**src/trap_ret_pkg.sv**
```systemverilog
package trap_ret_pkg;

  // Opcodes seen by the sequencer
  localparam logic [7:0] OP_SOFT_TRAP = 8'hFF;
  localparam logic [7:0] OP_RET_MASKABLE = 8'h2A;
  localparam logic [7:0] OP_RET_NONMASKABLE = 8'h3A;

  // Byte returned by a fetch with no memory behind it
  localparam logic [7:0] NO_MEMORY_BYTE = 8'hFF;

  // Address map defaults
  localparam logic [15:0] SFR_LO = 16'h0000;
  localparam logic [15:0] SFR_HI = 16'h003F;
  localparam logic [15:0] RAM_LO = 16'h0040;
  localparam logic [15:0] RAM_HI = 16'h013F;
  localparam logic [15:0] ROM_LO = 16'hE000;
  localparam logic [15:0] ROM_HI = 16'hFFFF;

  // Vector of the software trap, and stack pointer after reset
  localparam logic [15:0] SOFT_TRAP_VECTOR = 16'hFFE0;
  localparam logic [15:0] SP_RESET = 16'h013F;

  // Stack bytes moved per interrupt frame
  localparam logic [15:0] FRAME_BYTES = 16'h0003;

  // Position of the master enable inside the stacked status byte
  localparam int MIE_BIT = 7;

  localparam logic [7:0] PSW_RESET = 8'h00;
  localparam logic [15:0] PC_RESET = 16'h0000;

  typedef enum logic [7:0] {
    ST_IDLE = 8'b0000_0001,
    ST_PUSH_PSW = 8'b0000_0010,
    ST_PUSH_PCH = 8'b0000_0100,
    ST_PUSH_PCL = 8'b0000_1000,
    ST_POP_A = 8'b0001_0000,
    ST_POP_B = 8'b0010_0000,
    ST_POP_C = 8'b0100_0000,
    ST_POP_D = 8'b1000_0000
  } seq_state_t;

  typedef struct packed {
    logic valid;
    logic [15:0] addr;
    logic [7:0] rom_byte;
  } fetch_t;

  typedef struct packed {
    seq_state_t st;
    logic [15:0] sp;
    logic [15:0] pc;
    logic [15:0] ret_pc;
    logic [15:0] vector;
    logic [7:0] program_status_word;
    logic [7:0] pcl;
    logic mie;
    logic pc_load;
    logic op_valid;
    logic [7:0] op_byte;
    logic trap_reset;
    logic addr_error;
    logic soft_int;
    logic busy;
  } core_state_t;

endpackage

```
**src/stack_ram.sv**
```systemverilog
`timescale 1ns/10ps
`default_nettype none
module stack_ram #(
  parameter int AW = 8,
  parameter int DW = 8
) (
  // Clock
  input wire logic clk,
  // Write port
  input wire logic wr_en,
  input wire logic [AW-1:0] wr_addr,
  input wire logic [DW-1:0] wr_data,
  // Read port, data one cycle later
  input wire logic [AW-1:0] rd_addr,
  output logic [DW-1:0] rd_data_q
);

  if (AW < 1 || AW > 16 || DW < 1) begin : g_bad
    $error("stack_ram: unsupported geometry");
  end

  logic [DW-1:0] mem [0:(1<<AW)-1];

  // No reset on the array or on the read data register
  always_ff @(posedge clk) begin
    if (wr_en) begin
      mem[wr_addr] <= wr_data;
    end
    rd_data_q <= mem[rd_addr];
  end

endmodule
`default_nettype wire

```
**src/trap_ret_unit.sv**
```systemverilog
`timescale 1ns/10ps
`default_nettype none
module trap_ret_unit #(
  parameter logic [15:0] RAM_LO = trap_ret_pkg::RAM_LO,
  parameter logic [15:0] RAM_HI = trap_ret_pkg::RAM_HI,
  parameter logic [15:0] ROM_LO = trap_ret_pkg::ROM_LO,
  parameter logic [15:0] ROM_HI = trap_ret_pkg::ROM_HI,
  parameter int STACK_AW = 8
) (
  // Clock and reset
  input wire logic mclk,
  input wire logic rst_n,
  // Instruction fetch from the core
  input wire trap_ret_pkg::fetch_t fetch,
  // Core context
  input wire logic [15:0] cur_pc,
  input wire logic [7:0] cur_psw,
  input wire logic instr_last,
  input wire logic mie_set,
  input wire logic mie_clr,
  // Interrupt request already arbitrated outside
  input wire logic int_req,
  input wire logic [15:0] int_vector,
  // Opcode delivery
  output logic op_valid_q,
  output logic [7:0] op_byte_q,
  // Program counter redirect
  output logic pc_load_q,
  output logic [15:0] pc_q,
  // Context state
  output logic [15:0] sp_q,
  output logic [7:0] psw_q,
  output logic master_int_enable_q,
  output logic busy_q,
  // Events
  output logic soft_interrupt_q,
  output logic addr_error_q,
  output logic addr_trap_reset_q
);

  if (STACK_AW < 1 || STACK_AW > 16 || RAM_LO > RAM_HI || ROM_LO > ROM_HI) begin : g_bad
    $error("trap_ret_unit: bad address map or stack width");
  end

  function automatic logic in_range(input logic [15:0] a, input logic [15:0] lo, input logic [15:0] hi);
    in_range = (a >= lo) && (a <= hi);
  endfunction

  function automatic logic [STACK_AW-1:0] stk(input logic [15:0] a);
    stk = a[STACK_AW-1:0];
  endfunction

  trap_ret_pkg::core_state_t s_q, s_d;
  logic wr_en;
  logic [STACK_AW-1:0] wr_addr;
  logic [7:0] wr_data;
  logic [STACK_AW-1:0] rd_addr;
  logic [7:0] rd_data;

  stack_ram #(
    .AW(STACK_AW),
    .DW(8)
  ) u_stack (
    .clk(mclk),
    .wr_en(wr_en),
    .wr_addr(wr_addr),
    .wr_data(wr_data),
    .rd_addr(rd_addr),
    .rd_data_q(rd_data)
  );

  always_comb begin
    logic [7:0] byte_in;
    logic no_exec;
    byte_in = trap_ret_pkg::NO_MEMORY_BYTE;
    no_exec = 1'b0;
    s_d = s_q;
    s_d.pc_load = 1'b0;
    s_d.op_valid = 1'b0;
    s_d.trap_reset = 1'b0;
    s_d.addr_error = 1'b0;
    s_d.soft_int = 1'b0;
    wr_en = 1'b0;
    wr_addr = stk(s_q.sp);
    wr_data = 8'h00;
    rd_addr = stk(s_q.sp);
    case (s_q.st)
      trap_ret_pkg::ST_IDLE: begin
        if (mie_set) begin
          s_d.mie = 1'b1;
        end
        if (mie_clr) begin
          s_d.mie = 1'b0;
        end
        if (fetch.valid) begin
          no_exec = in_range(fetch.addr, trap_ret_pkg::SFR_LO, trap_ret_pkg::SFR_HI) ||
                    in_range(fetch.addr, RAM_LO, RAM_HI);
          if (in_range(fetch.addr, ROM_LO, ROM_HI)) begin
            byte_in = fetch.rom_byte;
          end else begin
            byte_in = trap_ret_pkg::NO_MEMORY_BYTE;
          end
        end
        if (fetch.valid && no_exec) begin
          // Reset request replaces the opcode entirely
          s_d.trap_reset = 1'b1;
        end else if (fetch.valid) begin
          s_d.op_valid = 1'b1;
          s_d.op_byte = byte_in;
          if (byte_in == trap_ret_pkg::OP_SOFT_TRAP) begin
            // Taken regardless of master enable or any pending request
            s_d.soft_int = 1'b1;
            s_d.addr_error = 1'b1;
            s_d.ret_pc = cur_pc;
            s_d.vector = trap_ret_pkg::SOFT_TRAP_VECTOR;
            s_d.busy = 1'b1;
            s_d.st = trap_ret_pkg::ST_PUSH_PSW;
          end else if (byte_in == trap_ret_pkg::OP_RET_MASKABLE ||
                       byte_in == trap_ret_pkg::OP_RET_NONMASKABLE) begin
            s_d.busy = 1'b1;
            s_d.st = trap_ret_pkg::ST_POP_A;
          end
        end else if (instr_last && int_req && s_q.mie) begin
          s_d.ret_pc = cur_pc;
          s_d.vector = int_vector;
          s_d.busy = 1'b1;
          s_d.st = trap_ret_pkg::ST_PUSH_PSW;
        end
        if (s_d.st == trap_ret_pkg::ST_PUSH_PSW) begin
          s_d.program_status_word = cur_psw;
        end
      end
      trap_ret_pkg::ST_PUSH_PSW: begin
        wr_en = 1'b1;
        wr_data = s_q.program_status_word;
        wr_data[trap_ret_pkg::MIE_BIT] = s_q.mie;
        s_d.mie = 1'b0;
        s_d.st = trap_ret_pkg::ST_PUSH_PCH;
      end
      trap_ret_pkg::ST_PUSH_PCH: begin
        wr_en = 1'b1;
        wr_addr = stk(s_q.sp - 16'h0001);
        wr_data = s_q.ret_pc[15:8];
        s_d.st = trap_ret_pkg::ST_PUSH_PCL;
      end
      trap_ret_pkg::ST_PUSH_PCL: begin
        wr_en = 1'b1;
        wr_addr = stk(s_q.sp - 16'h0002);
        wr_data = s_q.ret_pc[7:0];
        s_d.sp = s_q.sp - trap_ret_pkg::FRAME_BYTES;
        s_d.pc = s_q.vector;
        s_d.pc_load = 1'b1;
        s_d.busy = 1'b0;
        s_d.st = trap_ret_pkg::ST_IDLE;
      end
      trap_ret_pkg::ST_POP_A: begin
        rd_addr = stk(s_q.sp + 16'h0001);
        s_d.st = trap_ret_pkg::ST_POP_B;
      end
      trap_ret_pkg::ST_POP_B: begin
        rd_addr = stk(s_q.sp + 16'h0002);
        s_d.pcl = rd_data;
        s_d.st = trap_ret_pkg::ST_POP_C;
      end
      trap_ret_pkg::ST_POP_C: begin
        rd_addr = stk(s_q.sp + 16'h0003);
        s_d.pc = {rd_data, s_q.pcl};
        s_d.st = trap_ret_pkg::ST_POP_D;
      end
      trap_ret_pkg::ST_POP_D: begin
        s_d.program_status_word = rd_data;
        s_d.mie = rd_data[trap_ret_pkg::MIE_BIT];
        s_d.sp = s_q.sp + trap_ret_pkg::FRAME_BYTES;
        s_d.pc_load = 1'b1;
        // Final cycle of the return: a waiting request re-enters, if the restored enable is set, before any main-line opcode runs
        if (int_req && rd_data[trap_ret_pkg::MIE_BIT]) begin
          s_d.ret_pc = s_q.pc;
          s_d.vector = int_vector;
          s_d.pc_load = 1'b0;
          s_d.st = trap_ret_pkg::ST_PUSH_PSW;
        end else begin
          s_d.busy = 1'b0;
          s_d.st = trap_ret_pkg::ST_IDLE;
        end
      end
      default: begin
        s_d.busy = 1'b0;
        s_d.st = trap_ret_pkg::ST_IDLE;
      end
    endcase
  end

  always_ff @(posedge mclk) begin
    if (!rst_n) begin
      s_q <= '{st: trap_ret_pkg::ST_IDLE, sp: trap_ret_pkg::SP_RESET, pc: trap_ret_pkg::PC_RESET,
               ret_pc: trap_ret_pkg::PC_RESET, vector: trap_ret_pkg::PC_RESET,
               program_status_word: trap_ret_pkg::PSW_RESET, pcl: 8'h00, mie: 1'b0, pc_load: 1'b0,
               op_valid: 1'b0, op_byte: 8'h00, trap_reset: 1'b0, addr_error: 1'b0,
               soft_int: 1'b0, busy: 1'b0};
    end else begin
      s_q <= s_d;
    end
  end

  assign op_valid_q = s_q.op_valid;
  assign op_byte_q = s_q.op_byte;
  assign pc_load_q = s_q.pc_load;
  assign pc_q = s_q.pc;
  assign sp_q = s_q.sp;
  assign psw_q = s_q.program_status_word;
  assign master_int_enable_q = s_q.mie;
  assign busy_q = s_q.busy;
  assign soft_interrupt_q = s_q.soft_int;
  assign addr_error_q = s_q.addr_error;
  assign addr_trap_reset_q = s_q.trap_reset;

endmodule
`default_nettype wire

```
**config.mk**
```make
export PLATFORM = sky130hd
export DESIGN_NAME = trap_ret_unit
export DESIGN_NICKNAME = d
export VERILOG_FILES = /design/src/trap_ret_pkg.sv /design/src/stack_ram.sv /design/src/trap_ret_unit.sv
export SDC_FILE = /design/constraint.sdc
export NUM_CORES = 2
export LEC_CHECK = 0
export ABC_AREA = 0
export BUFFER_PORTS_ARGS = -buffer_cell sky130_fd_sc_hd__clkbuf_2
export CORE_UTILIZATION = 47
export DETAILED_ROUTE_END_ITERATION = 10
export GPL_ROUTABILITY_DRIVEN = 0
export PLACE_DENSITY = 0.73
export SKIP_CTS_REPAIR_TIMING = 1
export SLEW_MARGIN = 25
export SYNTH_ARGS = -nofsm -noshare
export SYNTH_HDL_FRONTEND = slang
export SYNTH_SLANG_ARGS = --single-unit
```
**constraint.sdc**
```tcl
create_clock -name mclk -period 7.7 [get_ports mclk]
set_input_delay 1.54 -clock mclk [delete_from_list [all_inputs] [get_ports mclk]]
set_output_delay 1.54 -clock mclk [all_outputs]
set_load 0.02 [all_outputs]
```
After elaboration in Yosys (flattened, before gate mapping) --
Memories as Yosys holds them, arrays and structs flattened. A register that Yosys moved wholly into a read port is not among the register bits. Index checks and enable logic that the tools add are counted. Widths: inputs -> output; s select.
Word-level totals: word-level logic and storage cells 119, memories kept 1, output and inout port bits 55, bits in registers 103, input port bits 71, bits in writable memories 2048
Cells by class: reduce and logical (&&, ||, !) cells 23, bitwise operators 5, equal/unequal tests 20, add/sub/neg operators 6, mux-type cells 43, order comparisons 6
Memories:
- u_stack.mem | words 256, bits a word 8, read ports 1, clocked after Yosys merged registers in 1, wr ports 1, RTL line stack_ram.sv:22 | logic [DW-1:0] mem [0:(1<<AW)-1];
Operators with widths (number):
- $mux 32 | 5
- $mux 8 | 10
- $pmux 40 s2 | 1
- $pmux 16 s2 | 2
- $pmux 8 s7 | 1
- $pmux 8 s3 | 2
- $eq 8x6->1 const B | 3
- $add 16x2->16 const B | 1
- $eq 8x2->1 const B | 2
- $eq 8x8->1 const B | 2
- $ge 16x1->1 const B | 1
- $ge 16x16->1 const B | 1
- $ge 16x7->1 const B | 1
- $le 16x16->1 const B | 1
- $le 16x6->1 const B | 1
- $le 16x9->1 const B | 1
- $pmux 8 s2 | 1
- $sub 16x2->16 const B | 1
- $mux 1 | 15
- $reduce_and 5->1 | 2
- $mux 9 | 1
- $ne 3x3->1 const B | 3
- $add 8x1->8 const B | 1
- $add 8x2->8 const B | 1
- 22 further kinds | 43

Logic depth before layout (Yosys ltp) --
depth after elaboration 15, mapped depth 19

Cells and area by module --
A second synthesis with hierarchy kept.
Unflattened totals: cells, all modules 4445, area total of the unflattened synthesis 85433.2 um^2
By module, submodules not included:
- stack_ram | sequential area each 61659.1 um^2, instances 1, cells each 3733, area each 79556.3 um^2
- trap_ret_unit | sequential area each 2042.0 um^2, instances 1, cells each 712, area each 5876.9 um^2

Worst setup path after synthesis --
Ideal clock, no wire load.
path kind register to register, from register s_q[100] (netlist bit), to memory u_stack.mem[0][0] (data pin), path slack 2.091 ns, stages on the path, launching flop included 9, library setup time 0.771 ns, data required time 6.929 ns, arrival time 4.838 ns, cells stage by stage dfxtp_1 buf_2 buf_1 nor3_1 nand2_1 nor4b_1 clkbuf_1 a222oi_1 inv_1
On the way: longest elaborated chain between the ends 2, elaborated cells between the ends (all ways) 4, classes of those cells 3 x eq/ne; 1 x mux
Ends and longest elaborated chain:
- start, declared | RTL line trap_ret_unit.sv:53 | trap_ret_pkg::core_state_t s_q, s_d;
- start signal, assigned | RTL line trap_ret_unit.sv:195 | s_q <= '{st: trap_ret_pkg::ST_IDLE, sp: trap_ret_pkg::SP_RESET, pc: trap_ret_pkg::PC_RESET,
- $eq 8x4->1 (tied with other cells) | RTL line trap_ret_unit.sv:87 | case (s_q.st)
- $pmux 8 s3 (*) | RTL line trap_ret_unit.sv:87
- via u_stack.wr_data[0] | RTL line stack_ram.sv:12 | input wire logic [DW-1:0] wr_data,
- end, declared | RTL line stack_ram.sv:22
Mark *: on every way through the listed nets, which the timed path passes. The rest lies on a longest branch.

Worst setup path in the final report --
from register s_q[96] (netlist bit), to register u_stack.rd_data_q[7] (read register of u_stack.mem)
On the way: longest elaborated chain between the ends 2, elaborated cells between the ends (all ways) 4, classes of those cells 3 x eq/ne; 1 x mux
Ends and longest elaborated chain:
- $eq 8x7->1 (tied with other cells) | RTL line trap_ret_unit.sv:87
- $pmux 8 s3 (*) | RTL line trap_ret_unit.sv:87
- end, declared | RTL line stack_ram.sv:15 | output logic [DW-1:0] rd_data_q
Every way passes the cells marked *; elsewhere a longest branch is shown, timed or not. A chain may end at the register's enable or synchronous reset.

==> run summary <==
The CTS sink count came out at 2158. The number of violations reported at the end of detailed-routing iteration 0 came out at 7511. The combinational power share came out at 0.011.

The final critical path time including I/O delays and setup is 5.85 ns. The clock network fraction of total power is 0.429. The setup check on the worst reg-to-reg path leaves a slack of 1.85 ns. The largest driver fanout on the critical path came out at 23. Setup repair after global routing left no endpoint under its margin.

The most frequent cell on the critical path is nand3_1. The post-layout net count is 5046. During synthesis, Yosys emitted a total of 0 warnings. The final layout contains routed wiring with a total length of 229000 um.

The initial antenna violation count came out at 10. In this run the most critical hold path is launched from s_q[35]. The count of final setup violators is 0.

After clock tree synthesis, the clock-pin slew on the worst setup and hold paths is 0.06 ns. The arrival time of the worst setup path is 6.56 ns. After synthesis, the netlist uses 78 different library cells. The first global-routing pass estimated 329000 um of wire. The net count after synthesis is 4956.

The utilization after layout is 0.526. The library cell used most frequently in the layout, excluding fill and tap cells, is edfxtp_1. The cell-internal power came out at 0.0182 W. The core region is 181000 um^2. The clock skew after layout is 0.0537 ns. In this run the critical register-to-register path is launched from s_q[96]. TritonCTS built the clock tree. The total global routing track utilization is 0.247. In the layout the commonest cells are edfxtp_1 (2048), nand2_1 (600), mux4_2 (443).

The later pin in the worst-skew pair is clocked with a latency of 0.88 ns. The number of maximum-capacitance violations is 0. The data required time of the worst path is 8.41 ns. Entering global routing, the biggest net connects 195 pins. The static power due to leakage came out at 27.5 nW.

The capturing point of the worst reg2reg path is u_stack.rd_data_q[7]. In this run the worst hold path is classified as register to register. The critical path in this run is classified as register to register. The number of endpoints with negative hold slack in the final report came out at 0.

In this run the count of I/O pins placed on the die edge is 126. The depth of the critical timing path with buffers and inverters included is 11. The setup TNS after final layout came out at 0 ns.

The share of post-route cells with drive strength above 1 is 0.196. Across the VDD grid, the largest voltage drop is 282 uV. The post-synthesis cell count is 4878.

The fill cell total of the finished layout is 13800. The CTS root buffer is clkbuf_16. The share of synthesized registers carrying an async set or reset came out at 0.

The remaining global-route overflow came out at 0. The flop and latch count out of synthesis is 2158. The share of total power dissipated in sequential elements is 0.560. The signed area change from the synthesized netlist to the final layout came out at 11.1%. STA classifies the critical path endpoint as a register. The detailed-placement wirelength estimate is 132000 um. The area of the die came out at 184000 um^2. Based on the critical path, the design can be clocked at up to 171 MHz.

The DRC violation count after routing came out at 0. Among all flip-flop cells after synthesis, the most frequent one is edfxtp_1. The number of buffer and inverter instances along the worst setup path is 1.

The share of the clock period used by the worst path after layout came out at 0.760. The number of nets with antenna violations after routing is 0. The number of global-route vias before repair came to 46400. The switching power as a share of total power is 0.200. The flow ran to the end, and the final reports show no timing, DRC or antenna violations. The worst hold path terminates at s_q[35]. The number of CTS-inserted buffers came out at 198. The width of the chip came out at 429 um. The height of the die came out at 429 um. The normalized max-slew margin is 0.233. The depth of the worst register-to-register path came out at 11. The worst setup path is launched from a register. The count of TritonRoute iterations in the first routing pass came out at 6. The maximum single-stage delay on the critical path is 0.96 ns. The routed via count divided by cell count came out at 6.41. The number of rows in the core area is 156.

After synthesis the cells add up to 85600 um^2. At the pin with the least slew margin, the transition time is 1.15 ns. The power density over cell area came out at 239 nW/um^2. The number of standard cells in the final layout excluding fillers is 7509. The mean post-synth cell area came out at 17.6 um^2. Traced cell by cell, the critical path runs through or3_4, nor3_2, nand3_1, xor2_4, buf_4, nand2_1, or3_1, nand3_1, a211oi_1, o31ai_1, o211ai_1. The detailed router placed 48100 vias in this run. The average wire length per cell after detail routing is 30.5 um.

On the critical path the largest part of the delay comes from simple AND/OR/NAND/NOR gates. In this run, synthesis inferred 2048 flip-flops with an integrated enable. The placed cell count is 7137. The buffer levels on the longest clock path came out at 3. On the critical path, the stage with the largest delay is an instance of xor2_4. The number of buffers added on ports came out at 119. The switching power of the nets came out at 0.00455 W. In this run the number of H-tree levels came out at 4. The starting density of the core is 0.473. The max-slew violation total from the final report came out at 0. The count of cells along the worst hold path came out at 2.

The share of the Yosys chip area taken by registers is 0.744.
-- cell families (layout without fill, tap and decap cells) --
family,Yosys count,in the layout,share of synthesized area
flip-flops,2158,2158,0.744
AND/OR/NAND/NOR,1337,1337,0.0661
multiplexers,543,543,0.128
AO/OA/AOI/OAI,445,445,0.0366
buffers and inverters,357,614,0.0209
XOR/XNOR,31,31,0.00326
adder cells (fa/ha/maj),7,7,0.00102
other,0,4,0
-- sequential cells by signal, summed over array words and instances (netlist names) --
register,cells
u_stack.mem,2048
addr_trap_reset_q,1
busy_q,1
op_valid_q,1
s_q,48
pc_load_q,1
sp_q,16
u_stack.rd_data_q,8
addr_error_q,1
master_int_enable_q,1
op_byte_q,8
psw_q,8
pc_q,16
-- per-layer routing --
layer / routed length, um / track usage
met5: 62 / 0
met2: 105000 / 0.373
met4: 10000 / 0.103
met1: 83600 / 0.338
met3: 30200 / 0.0707
-- power by group through the flow --
stage,clock (W),combinational (W),sequential (W)
finish,0.00977,0.000257,0.0127
global route,0.0103,0.000279,0.0127
CTS,0.00982,0.000254,0.0127
detailed placement,0,0.000252,0.0130
global placement,0,0.000246,0.0130
floorplan,0,0.000170,0.0130
-- worst min-delay path: stages (launching register included) --
cell and delay [ns]:
dfxtp_1 0.31, nand2_1 0.05, a21oi_1 0.05
-- Yosys cell counts, drive strengths merged, types with 5 or more instances --
library cell,n,area share
buf,207,0.014
a211oi,19,0.0017
mux2,7,0.00092
mux4,443,0.12
a221o,5,0.00058
a21oi,79,0.0046
a311oi,51,0.0052
a222oi,9,0.0011
nor4,11,0.00080
and3,21,0.0015
inv,13,0.00057
o211ai,10,0.00088
o2111ai,6,0.00061
and2,10,0.00073
nor3b,9,0.00079
o21ai,54,0.0032
dfxtp,110,0.026
a221oi,9,0.00092
ha,7,0.0010
o22ai,23,0.0017
nand4,19,0.0014
nand2,606,0.027
nor2,416,0.018
a22oi,17,0.0015
nand3,131,0.0077
a32oi,44,0.0045
clkbuf,136,0.0060
mux2i,93,0.011
nor3,65,0.0039
o31ai,7,0.00061
nand2b,7,0.00051
xnor2,15,0.0016
or3,13,0.0010
xor2,16,0.0016
a31oi,69,0.0050
edfxtp,2048,0.72
nor4b,6,0.00079
o32ai,5,0.00051
o32a,5,0.00058
-- stage by stage --
step,worst slack (ns),power (W),hold slack (ns),area [um^2]
3_3_place_gp,2.09,0.0132,0.445,88700
4_1_cts,2.03,0.0228,0.456,95100
2_1_floorplan,2.09,0.0132,0.432,85600
5_1_grt,1.87,0.0233,0.476,95200
6_report,1.85,0.0228,0.453,95200
3_5_place_dp,2.07,0.0133,0.447,88700
-- final cells by class --
cell class | count | area [um^2] | area share
clock buffer | 252 | 5280 | 0.0555
sequential | 2158 | 63700 | 0.669
multi-input combinational | 2363 | 20300 | 0.213
timing repair buffer | 233 | 1660 | 0.0175
clock inverter | 115 | 1120 | 0.0118
tap | 2370 | 2970 | 0.0312
inverter | 14 | 123 | 0.00129
antenna | 4 | 10.0 | 0.000105
-- worst max path at each step --
stage | start | end | slack (ns)
detailed placement | s_q[96] | u_stack.rd_data_q[7] | 2.07
CTS | s_q[96] | u_stack.rd_data_q[7] | 2.03
global route | sp_q[2] | u_stack.rd_data_q[1] | 1.87
finish | s_q[96] | u_stack.rd_data_q[7] | 1.85
floorplan | s_q[100] | u_stack.mem[0][0] | 2.09
global placement | s_q[96] | u_stack.rd_data_q[7] | 2.09
(Power assumes the default switching activity.)
